**src/common/pbt_defines.svh**
```systemverilog
// Offsets, indices, reset values and timing counts of the bus timing block
`ifndef PBT_DEFINES_SVH
`define PBT_DEFINES_SVH

`define PBT_PORT_POINTER     8'h72
`define PBT_PORT_DATA        8'h73
`define PBT_PORT_BUSY_CLEAR  8'hf0
`define PBT_PORT_COP_RESET   8'hf1

`define PBT_IDX_BALE_DELAY   4'h0
`define PBT_IDX_BALE_WIDTH   4'h1
`define PBT_IDX_SLOW_DELAY   4'h3
`define PBT_IDX_EIGHT_WAITS  4'h4
`define PBT_IDX_IO16_WAITS   4'h5
`define PBT_IDX_M16_DELAY    4'h6
`define PBT_IDX_M16_WAITS    4'h7
`define PBT_IDX_M16_ZW_WAITS 4'h8
`define PBT_IDX_LRD_WAITS    4'h9
`define PBT_IDX_LWR_WAITS    4'ha
`define PBT_IDX_LIO_DELAY    4'hc

`define PBT_RST_BALE_DELAY   2'h0
`define PBT_RST_BALE_WIDTH   2'h1
`define PBT_RST_SLOW_DELAY   4'h1
`define PBT_RST_EIGHT_WAITS  4'h4
`define PBT_RST_IO16_WAITS   4'h1
`define PBT_RST_M16_DELAY    4'h0
`define PBT_RST_M16_WAITS    4'h1
`define PBT_RST_M16_ZW_WAITS 4'h0
`define PBT_RST_LRD_WAITS    4'h1
`define PBT_RST_LWR_WAITS    4'h1
`define PBT_RST_LIO_DELAY    4'h1

`define PBT_CLK_MHZ          20
`define PBT_COP_RESET_NS     500
`define PBT_COP_RESET_CYCLES ((`PBT_COP_RESET_NS * `PBT_CLK_MHZ + 999) / 1000)
`define PBT_CLKS_PER_WAIT    6'h02
`define PBT_BASE_CMD_CLKS    6'h02
`define PBT_READY_LEAD       6'h02

`endif

```
**src/common/pbt_pkg.sv**
```systemverilog
// Types shared by the bus timing block
package pbt_pkg;

    typedef struct packed {
        logic       write;
        logic [7:0] addr;
        logic [7:0] data;
    } pbt_io_req_s;

    typedef struct packed {
        logic is_mem;
        logic is_write;
        logic mem_wide_select_n;
        logic io_wide_select_n;
        logic local_cycle_n;
    } pbt_cycle_s;

    typedef enum logic [2:0] {
        PBT_CLS_MEM8, PBT_CLS_IO8, PBT_CLS_IO16, PBT_CLS_MEM16, PBT_CLS_LOCAL_MEM,
        PBT_CLS_LOCAL_IO
    } pbt_class_e;

    typedef struct packed {
        logic [3:0] cmd_delay;
        logic [3:0] waits;
        logic       zero_wait_ok;
        pbt_class_e cls;
    } pbt_timing_s;

endpackage

```
**src/rtl/pbt_bus_timing.sv**
```systemverilog
// Programmable bus cycle timing, indexed timing registers and coprocessor ports
`timescale 1ns/10ps
`include "pbt_defines.svh"
`default_nettype none

module pbt_bus_timing
    import pbt_pkg::*;
#(
    parameter int COP_RESET_CYCLES = `PBT_COP_RESET_CYCLES
) (
    input  wire logic        clk,
    input  wire logic        reset_n,
    input  wire pbt_io_req_s io_req,
    input  wire logic        addr_latch_strobe,
    input  wire pbt_cycle_s  cycle_info,
    input  wire logic        zero_wait_request_n,
    input  wire logic        iochrdy,
    input  wire logic        coproc_busy_in_n,
    input  wire logic        coproc_error_n,
    output var  logic        bale,
    output var  logic        command,
    output var  logic        cycle_done,
    output var  pbt_class_e  cycle_class,
    output var  logic        coproc_hold_n,
    output var  logic        coproc_reset
);

    localparam int RST_CNT_W = $clog2(COP_RESET_CYCLES + 1);

    generate
        if (COP_RESET_CYCLES < 1) begin : g_bad_reset_len
            $error("COP_RESET_CYCLES must be at least one");
        end
    endgenerate

    typedef enum logic [1:0] {
        ST_IDLE, ST_DELAY, ST_CMD
    } pbt_state_e;

    // Register index from pointer bits 7, 6, 3 and 2
    function automatic logic [3:0] pointer_index(input logic [7:0] p);
        return {p[7], p[6], p[3], p[2]};
    endfunction

    // Clocks of command phase for a given wait-state count
    function automatic logic [5:0] phase_clocks(input logic [3:0] w);
        return `PBT_BASE_CMD_CLKS + `PBT_CLKS_PER_WAIT * {2'h0, w};
    endfunction

    // Timing register file
    logic [7:0]  pointer;
    logic [1:0]  bale_delay;
    logic [1:0]  bale_width;
    logic [3:0]  slow_cmd_delay;
    logic [3:0]  eight_bit_waits;
    logic [3:0]  io16_waits;
    logic [3:0]  mem16_cmd_delay;
    logic [3:0]  mem16_waits;
    logic [3:0]  mem16_zero_wait_waits;
    logic [3:0]  local_read_waits;
    logic [3:0]  local_write_waits;
    logic [3:0]  local_io_cmd_delay;

    // Port decode
    wire         wr_pointer = io_req.write && (io_req.addr == `PBT_PORT_POINTER);
    wire         wr_data    = io_req.write && (io_req.addr == `PBT_PORT_DATA);
    wire         wr_busy_clr = io_req.write && (io_req.addr == `PBT_PORT_BUSY_CLEAR);
    wire         wr_cop_rst = io_req.write && (io_req.addr == `PBT_PORT_COP_RESET);
    wire [3:0]   sel_index  = pointer_index(pointer);
    wire [7:0]   wdata      = io_req.data;

    // Unused numbers match no load strobe and are dropped
    wire ld_bale_delay = wr_data && (sel_index == `PBT_IDX_BALE_DELAY);
    wire ld_bale_width = wr_data && (sel_index == `PBT_IDX_BALE_WIDTH);
    wire ld_slow_delay = wr_data && (sel_index == `PBT_IDX_SLOW_DELAY);
    wire ld_eight_wait = wr_data && (sel_index == `PBT_IDX_EIGHT_WAITS);
    wire ld_io16_wait  = wr_data && (sel_index == `PBT_IDX_IO16_WAITS);
    wire ld_m16_delay  = wr_data && (sel_index == `PBT_IDX_M16_DELAY);
    wire ld_m16_wait   = wr_data && (sel_index == `PBT_IDX_M16_WAITS);
    wire ld_m16_zw     = wr_data && (sel_index == `PBT_IDX_M16_ZW_WAITS);
    wire ld_lrd_wait   = wr_data && (sel_index == `PBT_IDX_LRD_WAITS);
    wire ld_lwr_wait   = wr_data && (sel_index == `PBT_IDX_LWR_WAITS);
    wire ld_lio_delay  = wr_data && (sel_index == `PBT_IDX_LIO_DELAY);

    always_ff @(posedge clk or negedge reset_n) begin
        if (!reset_n) begin
            pointer <= 8'h00;
        end else if (wr_pointer) begin
            pointer <= wdata;
        end
    end

    always_ff @(posedge clk or negedge reset_n) begin
        if (!reset_n) begin
            bale_delay            <= `PBT_RST_BALE_DELAY;
            bale_width            <= `PBT_RST_BALE_WIDTH;
            slow_cmd_delay        <= `PBT_RST_SLOW_DELAY;
            eight_bit_waits       <= `PBT_RST_EIGHT_WAITS;
            io16_waits            <= `PBT_RST_IO16_WAITS;
            mem16_cmd_delay       <= `PBT_RST_M16_DELAY;
            mem16_waits           <= `PBT_RST_M16_WAITS;
            mem16_zero_wait_waits <= `PBT_RST_M16_ZW_WAITS;
            local_read_waits      <= `PBT_RST_LRD_WAITS;
            local_write_waits     <= `PBT_RST_LWR_WAITS;
            local_io_cmd_delay    <= `PBT_RST_LIO_DELAY;
        end else begin
            if (ld_bale_delay) bale_delay <= wdata[1:0];
            if (ld_bale_width) bale_width <= wdata[1:0];
            if (ld_slow_delay) slow_cmd_delay <= wdata[3:0];
            if (ld_eight_wait) eight_bit_waits <= wdata[3:0];
            if (ld_io16_wait) io16_waits <= wdata[3:0];
            if (ld_m16_delay) mem16_cmd_delay <= wdata[3:0];
            if (ld_m16_wait) mem16_waits <= wdata[3:0];
            if (ld_m16_zw) mem16_zero_wait_waits <= wdata[3:0];
            if (ld_lrd_wait) local_read_waits <= wdata[3:0];
            if (ld_lwr_wait) local_write_waits <= wdata[3:0];
            if (ld_lio_delay) local_io_cmd_delay <= wdata[3:0];
        end
    end

    // Cycle classification, taken when the address strobe ends
    pbt_timing_s cls_timing;
    wire         local_waits_sel = cycle_info.is_write;
    wire [3:0]   local_waits = local_waits_sel ? local_write_waits : local_read_waits;

    always_comb begin
        cls_timing = '{cmd_delay: slow_cmd_delay, waits: eight_bit_waits,
                       zero_wait_ok: 1'b0, cls: PBT_CLS_MEM8};
        if (!cycle_info.local_cycle_n) begin
            if (cycle_info.is_mem) begin
                cls_timing.cmd_delay = 4'h0;
                cls_timing.cls       = PBT_CLS_LOCAL_MEM;
            end else begin
                cls_timing.cmd_delay = local_io_cmd_delay;
                cls_timing.cls       = PBT_CLS_LOCAL_IO;
            end
            cls_timing.waits = local_waits;
        end else if (cycle_info.is_mem) begin
            if (!cycle_info.mem_wide_select_n) begin
                cls_timing.cmd_delay    = mem16_cmd_delay;
                cls_timing.waits        = mem16_waits;
                cls_timing.zero_wait_ok = 1'b1;
                cls_timing.cls          = PBT_CLS_MEM16;
            end
        end else if (!cycle_info.io_wide_select_n) begin
            cls_timing.waits = io16_waits;
            cls_timing.cls   = PBT_CLS_IO16;
        end else begin
            cls_timing.cls = PBT_CLS_IO8;
        end
    end

    // Strobe edge detection
    logic strobe_q;
    wire  strobe_rise = addr_latch_strobe && !strobe_q;
    wire  strobe_fall = !addr_latch_strobe && strobe_q;

    always_ff @(posedge clk or negedge reset_n) begin
        if (!reset_n) begin
            strobe_q <= 1'b0;
        end else begin
            strobe_q <= addr_latch_strobe;
        end
    end

    // BALE generator: delay from strobe leading edge, then programmed width
    logic       bale_pending;
    logic [1:0] bale_dly_cnt;
    logic [1:0] bale_wid_cnt;
    wire        bale_fire = (strobe_rise && (bale_delay == 2'h0))
                            || (bale_pending && (bale_dly_cnt == 2'h1));

    always_ff @(posedge clk or negedge reset_n) begin
        if (!reset_n) begin
            bale_pending <= 1'b0;
            bale_dly_cnt <= 2'h0;
        end else if (strobe_rise && (bale_delay != 2'h0)) begin
            bale_pending <= 1'b1;
            bale_dly_cnt <= bale_delay;
        end else if (bale_pending) begin
            bale_dly_cnt <= bale_dly_cnt - 2'h1;
            bale_pending <= (bale_dly_cnt != 2'h1);
        end
    end

    always_ff @(posedge clk or negedge reset_n) begin
        if (!reset_n) begin
            bale         <= 1'b0;
            bale_wid_cnt <= 2'h0;
        end else if (bale_fire) begin
            bale         <= (bale_width != 2'h0);
            bale_wid_cnt <= bale_width;
        end else if (bale) begin
            bale         <= (bale_wid_cnt != 2'h1);
            bale_wid_cnt <= bale_wid_cnt - 2'h1;
        end
    end

    // Command sequencer
    pbt_state_e  state;
    pbt_state_e  next_state;
    pbt_timing_s cur;
    logic [3:0]  dly_cnt;
    logic [5:0]  elapsed;
    logic [5:0]  next_elapsed;
    logic        next_done;

    wire [5:0] end_at    = phase_clocks(cur.waits);
    wire [5:0] zw_end    = phase_clocks(mem16_zero_wait_waits);
    wire [5:0] elapsed_1 = elapsed + 6'h01;
    // Ready sample point lies one clock before the normal end
    wire       at_ready_pt = (elapsed + `PBT_READY_LEAD == end_at);
    wire       stretch   = at_ready_pt && !iochrdy;
    // Zero-wait request honoured at or after its shorter end point
    wire       zw_hit    = cur.zero_wait_ok && !zero_wait_request_n
                           && (elapsed_1 >= zw_end);
    wire       normal_end = (elapsed_1 == end_at);

    always_comb begin
        next_state   = state;
        next_elapsed = elapsed;
        next_done    = 1'b0;
        case (state)
            ST_IDLE: begin
                next_elapsed = 6'h00;
                if (strobe_fall) begin
                    next_state = (cls_timing.cmd_delay == 4'h0) ? ST_CMD : ST_DELAY;
                end
            end
            ST_DELAY: begin
                if (dly_cnt == 4'h1) begin
                    next_state = ST_CMD;
                end
            end
            ST_CMD: begin
                if (zw_hit || (normal_end && !stretch)) begin
                    next_state = ST_IDLE;
                    next_done  = 1'b1;
                end else if (!stretch) begin
                    next_elapsed = elapsed_1;
                end
            end
            default: begin
                next_state = ST_IDLE;
            end
        endcase
    end

    always_ff @(posedge clk or negedge reset_n) begin
        if (!reset_n) begin
            state   <= ST_IDLE;
            elapsed <= 6'h00;
            command <= 1'b0;
            cycle_done <= 1'b0;
        end else begin
            state   <= next_state;
            elapsed <= next_elapsed;
            command <= (next_state == ST_CMD);
            cycle_done <= next_done;
        end
    end

    always_ff @(posedge clk or negedge reset_n) begin
        if (!reset_n) begin
            cur         <= '{cmd_delay: 4'h0, waits: 4'h0, zero_wait_ok: 1'b0,
                             cls: PBT_CLS_MEM8};
            dly_cnt     <= 4'h0;
            cycle_class <= PBT_CLS_MEM8;
        end else if ((state == ST_IDLE) && strobe_fall) begin
            cur         <= cls_timing;
            dly_cnt     <= cls_timing.cmd_delay;
            cycle_class <= cls_timing.cls;
        end else if (state == ST_DELAY) begin
            dly_cnt <= dly_cnt - 4'h1;
        end
    end

    // Coprocessor busy latch: an error arriving with the clear keeps it set
    logic busy_latched;

    always_ff @(posedge clk or negedge reset_n) begin
        if (!reset_n) begin
            busy_latched <= 1'b0;
        end else if (!coproc_error_n) begin
            busy_latched <= 1'b1;
        end else if (wr_busy_clr) begin
            busy_latched <= 1'b0;
        end
    end

    always_ff @(posedge clk or negedge reset_n) begin
        if (!reset_n) begin
            coproc_hold_n <= 1'b1;
        end else begin
            coproc_hold_n <= !(busy_latched || !coproc_busy_in_n || !coproc_error_n);
        end
    end

    // Coprocessor reset pulse; a new write restarts the full length
    logic [RST_CNT_W-1:0] rst_cnt;

    always_ff @(posedge clk or negedge reset_n) begin
        if (!reset_n) begin
            rst_cnt      <= '0;
            coproc_reset <= 1'b0;
        end else if (wr_cop_rst) begin
            rst_cnt      <= RST_CNT_W'(COP_RESET_CYCLES - 1);
            coproc_reset <= 1'b1;
        end else if (rst_cnt != '0) begin
            rst_cnt <= rst_cnt - 1'b1;
        end else begin
            coproc_reset <= 1'b0;
        end
    end

endmodule // pbt_bus_timing

`default_nettype wire

```
**config.mk**
```make
export PLATFORM = sky130hd
export DESIGN_NAME = pbt_bus_timing
export DESIGN_NICKNAME = d
export VERILOG_FILES = /design/src/common/pbt_pkg.sv /design/src/rtl/pbt_bus_timing.sv
export VERILOG_INCLUDE_DIRS = /design/src /design/src/common
export SDC_FILE = /design/constraint.sdc
export NUM_CORES = 1
export LEC_CHECK = 0
export ABC_AREA = 0
export CAP_MARGIN = 20
export CORE_AREA = 2 2 120 110
export CTS_BUF_LIST = sky130_fd_sc_hd__clkbuf_4 sky130_fd_sc_hd__clkbuf_8 sky130_fd_sc_hd__clkbuf_16
export DETAILED_ROUTE_END_ITERATION = 16
export DIE_AREA = 0 0 122 112
export DONT_BUFFER_PORTS = 1
export SYNTH_ARGS = -nofsm -noshare
export SYNTH_HDL_FRONTEND = slang
export SYNTH_SLANG_ARGS = --single-unit
export TNS_END_PERCENT = 5
```
**constraint.sdc**
```tcl
create_clock -name clk -period 2.9 [get_ports clk]
set_input_delay 0.145 -clock clk [delete_from_list [all_inputs] [get_ports clk]]
set_output_delay 0.145 -clock clk [all_outputs]
set_load 0.01 [all_outputs]
```
==> results of run 1 <==
## state kept, by name (all words and copies together) (netlist names), 2 cells and up
register               cells
elapsed                    6
cur                        5
dly_cnt                    4
eight_bit_waits            4
io16_waits                 4
local_io_cmd_delay         4
local_read_waits           4
local_write_waits          4
mem16_cmd_delay            4
mem16_waits                4
mem16_zero_wait_waits      4
pointer                    4
rst_cnt                    4
slow_cmd_delay             4
cycle_class                3
bale_delay                 2
bale_dly_cnt               2
bale_wid_cnt               2
bale_width                 2
state                      2
## placed cells by master (no fill, tap or decap), types with 11 or more instances in the layout
cell | netlist | layout
inv_1 | 16 | 16
dfrtp_1 | 71 | 71
a21oi_1 | 19 | 19
nor2_1 | 25 | 25
xnor2_1 | 16 | 15
mux2_1 | 29 | 29
ha_1 | 15 | 15
mux2i_1 | 19 | 19
nand2_1 | 31 | 31
o21ai_1 | 13 | 13
mux2_2 | 15 | 15
dlygate4sd3_1 | 0 | 11
## power by group through the flow
| stage | sequential [mW] | clock, mW | combinational (mW) |
|---|---|---|---|
| 3_3_place_gp | 1.41 | 0 | 0.762 |
| 3_5_place_dp | 1.42 | 0 | 0.782 |
| 4_1_cts | 1.40 | 1.10 | 0.835 |
| 2_1_floorplan | 1.37 | 0 | 0.645 |
| 6_report | 1.40 | 1.07 | 0.825 |
| 5_1_grt | 1.42 | 1.14 | 0.938 |
## stage by stage
step / setup WS (ps) / cells / hold slack, ps / power (mW) / utilization
6_report: 144 / 571 / 25.8 / 3.29 / 0.392
5_1_grt: 19.2 / 571 / 29.2 / 3.50 / 0.392
4_1_cts: 80.0 / 571 / 17.2 / 3.33 / 0.391
3_5_place_dp: 91.1 / 543 / -147 / 2.20 / 0.357
3_3_place_gp: 170 / 543 / -147 / 2.17 / 0.357
2_1_floorplan: 231 / 389 / -151 / 2.02 / -
## worst reg2reg max path: cells and delay by family, from the launching register on
kind | cells | cell delay, ps
compound gates | 4 | 890
fa+ha+maj | 2 | 580
flops | 1 | 360
mux | 1 | 320
simple gates | 2 | 310
xor+xnor | 1 | 180
## worst paths after layout
check / from / endpoint / cells after the start
max: elapsed[1]$_DFFE_PN0P_ / elapsed[3]$_DFFE_PN0P_ / 10
min: cycle_info[0] / dly_cnt[0]$_DFFE_PN0P_ / 2
max reg2reg: elapsed[1]$_DFFE_PN0P_ / elapsed[3]$_DFFE_PN0P_ / 10
min reg2reg: io16_waits[3]$_DFFE_PN0P_ / io16_waits[3]$_DFFE_PN0P_ / 1
max in group asynchronous: reset_n / coproc_hold_n$_DFF_PN1_ / 2
min in group asynchronous: reset_n / elapsed[0]$_DFFE_PN0P_ / 2
## area by class of cell
type                            count  area (um^2)  area share
Tap cell                          164          205      0.0421
Multi-Input combinational cell    276         2130       0.436
Inverter                           17         63.8      0.0131
Sequential cell                    80         2010       0.413
Timing Repair Buffer               18          183      0.0375
Clock buffer                       12          254      0.0521
Clock inverter                      4         30.0     0.00616
## cells by family after synthesis
kind of cell,Yosys count,synth area share
AND/OR/NAND/NOR,109,0.135
AO/OA/AOI/OAI,62,0.0894
XOR/XNOR,26,0.0648
flip-flops,80,0.472
buffers and inverters,33,0.0311
multiplexers,64,0.164
adder cells (fa/ha/maj),15,0.0440
## layer usage
layer,up-vias,GRT usage,wire length (um)
met3,8,0.0369,294
met2,44,0.195,3680
met5,-,0,0
met1,1327,0.183,4220
li1,1387,-,-
met4,0,0.0345,75
## what timing repair did
item	CTS	global route
hold buffers	12	0
resized for setup	0	1
setup endpoints to repair	0	4
hold endpoints to repair	131	0
==> results.yml, run 1 <==
yosys:
  synth_commonest_cells: "dfrtp_1, nand2_1, mux2_1, nor2_1"
  synth_top_area_cell: "dfrtp_1"
  yosys_register_bits: 80
  yosysMostFrequentCell: "dfrtp_1"
  ys.flop_type: "dfrtp_1"
  netlist_top_cells_area: "dfrtp_1, mux2_1, dfstp_2"
  synth.distinct_cells: 51
  synthesis.nets: 433
  synth_edf_count: 0
  syn_area_um2: 4270
  synth_cells: 389
  synth_area_per_cell_um2: 11.0
  synth_top_area_frac: 0.416
  synth-async-reset-ratio: 1.00
  ys_seq_area_frac: 0.472
  yosys_warnings: 0
final_layout:
  drive_gt1_frac: 0.145
  fill_cells: 1221
  diodes: 0
  nets: 446
  area_growth_pct: 14.3
  fin_area_um2: 4880
global_route:
  grt_pass1_wl_um: 13800
  grt-ovfl-total: 0
  antenna_found_initial: 0
  grt_pass1_vias: 2775
  grt_max_degree: 81
  grtUsageTotal: 0.129
critical_path:
  cp_cell_sequence: "ha_1 -> nand2_1 -> xnor2_2 -> ha_1 -> a21o_1 -> a21o_1 -> a211o_1 -> a32oi_2 -> nand4b_4 -> mux2_4"
  critPathLaunchType: "flip-flop"
  crit_required_ps: 3120
  slowest_delay_ps: 360
  crit_type: "reg -> reg"
  crit_path_end_kind: "flip-flop"
  crit_slowest_cell: "dfrtp_1"
  rrSetupSlack_ps: 140
  arrival_ps: 2970
  path_max_fanout: 4
  path_buf_inv: 0
  cp_top_family: "compound AO/OA/AOI/OAI gates"
floorplanning:
  fp-row-count: 39
  die_h_um: 112
  die_area_um2: 13700
  ioPinCount: 37
  core_um2: 12400
  start_util: 0.343
  fp.dieW_um: 122
sta:
  fmax_mhz: 363
  tightest_slew_ps: 811
  timing.slew.headroom: 0.459
  rsz0062_at_grt: "no"
  fin_setup_tns_ps: 0
  layout_min_cycle_time_ps: 2760
  setup_viol_count_final: 0
  fin_skew_ps: 9.68
  finalHoldViolCount: 0
  maxSlewViolCount: 0
  fin_crit_sh: 0.950
place:
  io_buffers: 0
  gp_congestion: 0.810
  dp_hpwl_um: 5870
  post_dp_cell_area_um2: 4450
routing:
  viasPerCell: 4.84
  ant_nets: 0
  routed-via-count: 2766
  drt-total-wl_um: 8270
  drc: 0
  wl_per_cell_um: 14.5
  dr.pass1.iters: 4
  dr.first_iter.drc_count: 153
clock_tree:
  post_cts_buffers: 0
  cts_tree: "done"
  clk_latency_ps: 330
  cts-htree-levels: 3
  clock_tree.buffer_depth: 2
  cts_buffers: 9
  clock-sinks: 80
  clk_pin_slew_ps: 60
  cts-root-buf: "clkbuf_16"
power:
  seq_power_share: 0.424
  power.share.combinational: 0.251
  pwr-share-clk: 0.325
  p_switching_mw: 0.994
  intPower_mw: 2.30
  ir_drop_uv: 371
  swShare: 0.302
  p_per_area_nw_per_um2: 675
  total_leakage_power_nw: 2.26
worst_hold_path:
  worstHoldPathType: "in -> reg"
job:
  cap_violations: 0
run_status:
  status: "completed"
No activity file was read; power rests on OpenSTA's default activity.
==> run 2: changes to the inputs <==
CORE_AREA = 2 2 90 83   (was 2 2 120 110)
DIE_AREA = 0 0 92 85   (was 0 0 122 112)
PLACE_DENSITY = 0.78   (was default)
==> run 2 against run 1 <==
  * Sequential power barely moved
  * Sequential share of layout area rose by 1.7 points
  * Global-route usage rose by 9.9 points
  * Clock power fell by 20%
  * Total power fell by 6.6%
  * Clock-buffer cell count fell by 1
  * Critical path depth rose by 1
  * Design area fell by 3.7%
  * Wire length fell by 4.1%
  * Register-to-register slack improved by 20 ps
  * Utilization rose by 29 points
  * Flip-flop and latch count did not move
  * Highest routed layer unchanged
==> results.yml, run 2 (same netlist as run 1, synthesis figures left out) <==
run_status:
  status: "completed"
power:
  p_per_area_nw_per_um2: 654
  total_leakage_power_nw: 2.20
  ir_drop_uv: 503
critical_path:
  crit_type: "reg -> reg"
  path_common_cell: "ha_1"
  rrSetupSlack_ps: 160
  critPathLaunchType: "flip-flop"
  cp_top_family: "compound AO/OA/AOI/OAI gates"
  path_max_fanout: 6
  cp_cell_sequence: "ha_1 -> nand3_1 -> xor2_2 -> inv_1 -> ha_1 -> a21o_1 -> a211o_1 -> a32oi_2 -> nand4b_4 -> buf_4 -> mux2i_1"
  crit_path_end_kind: "flip-flop"
  crit_required_ps: 3140
  arrival_ps: 2980
  slowest_delay_ps: 470
  path_buf_inv: 2
  crit_slowest_cell: "dfrtp_2"
final_layout:
  final_cell_mix: "dfrtp_1, nand2_1, mux2_1, nor2_1"
  diodes: 0
  area_growth_pct: 10.1
  mostFrequentLayoutCell: "dfrtp_1"
  drive_gt1_frac: 0.149
  largest_reg_flops: 6
  regMostFlops: "elapsed"
  top_regs: "elapsed: 6 flops, cur: 5 flops"
  nets: 443
clock_tree:
  cts-root-buf: "clkbuf_8"
  clock_tree.buffer_depth: 2
  cts_tree: "done"
  clock-sinks: 80
  post_cts_buffers: 0
  clk_latency_ps: 360
  cts-htree-levels: 3
  cts_buffers: 9
  clk_pin_slew_ps: 90
global_route:
  antenna_found_initial: 0
  grt_pass1_vias: 2908
  grtUsageTotal: 0.228
  grtUsageMet3: 0.0560
  busiest_layer: "met2"
  grt_use_met2: 0.370
  grt-ovfl-total: 0
  grt_pass1_wl_um: 13800
  grt_use_met1: 0.296
  grt_max_degree: 81
routing:
  routed-via-count: 2808
  drt-total-wl_um: 7930
  ant_nets: 0
  drc: 0
  viasPerCell: 5.65
  wl_per_cell_um: 16.0
  dr.pass1.iters: 4
  dr.first_iter.drc_count: 191
worst_hold_path:
  worstHoldPathType: "in -> reg"
floorplanning:
  die_h_um: 85
  die_area_um2: 7820
  fp.dieW_um: 92
  ioPinCount: 37
  start_util: 0.619
  core_um2: 6890
  fp-row-count: 29
place:
  gp_congestion: 0.831
  dp_hpwl_um: 5550
  io_buffers: 0
sta:
  rsz0062_at_grt: "no"
  maxSlewViolCount: 0
  setup_viol_count_final: 0
  fmax_mhz: 365
  timing.slew.headroom: 0.499
  worst_hold_slack_ps: 39.8
  finalHoldViolCount: 0
  fin_crit_sh: 0.945
  fin_skew_ps: 18.0
  layout_min_cycle_time_ps: 2740
  tightest_slew_ps: 752
  fin_setup_tns_ps: 0
job:
  cap_violations: 0
## run 2: cell types whose count changed in the layout (fill, tap and decap cells not counted), sizes merged
cell and change:
bufinv +1, inv +1, clkbuf -1, buf -3, clkinv -1
## run 2: area by class of cell
type | instances | area, um^2
clock buffers | 11 | 145
clock inverters | 5 | 63.8
fillers | 511 | 2200
inverters | 17 | 63.8
multi-input cells | 276 | 2130
flip-flops and latches | 80 | 2020
well taps | 93 | 116
repair buffers | 15 | 160
## run 2: path summary, 6_finish.rpt
path | start | to | cells after the start
worst min register to register | io16_waits[3]$_DFFE_PN0P_ | io16_waits[3]$_DFFE_PN0P_ | 1
max in group asynchronous | reset_n | slow_cmd_delay[0]$_DFFE_PN1P_ | 2
worst max-delay path | elapsed[0]$_DFFE_PN0P_ | elapsed[5]$_DFFE_PN0P_ | 11
worst min-delay path | cycle_info[4] | cycle_class[0]$_DFFE_PN0P_ | 3
min in group asynchronous | reset_n | elapsed[0]$_DFFE_PN0P_ | 2
worst max register to register | elapsed[0]$_DFFE_PN0P_ | elapsed[5]$_DFFE_PN0P_ | 11
## run 2: routing by layer
metal  vias to the layer above  wire length, um
met5                         -                0
met1                      1367             3640
met3                        14              292
met2                        52             3840
li1                       1375                -
met4                         0              161
## run 2: worst min-delay path, cell delays in order
cell and delay, ps:
a21oi_1 20, a21oi_1 120, o21ai_1 70
## run 2: power breakdown
group          switching (mW)  total [mW]  internal [mW]
combinational           0.396       0.803          0.407
clock                   0.422       0.861          0.439
sequential              0.155        1.41           1.25
## run 2: per-stage QoR
step / worst slack, ps / instances / cell area (um^2) / util / power, mW
6_report: 160 / 497 / 4700 / 0.681 / 3.07
5_1_grt: 36.0 / 497 / 4700 / 0.681 / 3.26
4_1_cts: 30.1 / 497 / 4680 / 0.679 / 3.10
3_5_place_dp: 47.9 / 469 / 4340 / 0.629 / 2.18
3_3_place_gp: 151 / 469 / 4340 / 0.629 / 2.15
2_1_floorplan: 231 / 389 / 4270 / - / 2.02
## run 2: what timing repair did
action | 4_1_cts | 5_1_grt
resized for setup | 0 | 5
endpoints found under the setup margin | 0 | 5
hold buffers | 12 | 0
endpoints found under the hold margin | 138 | 0
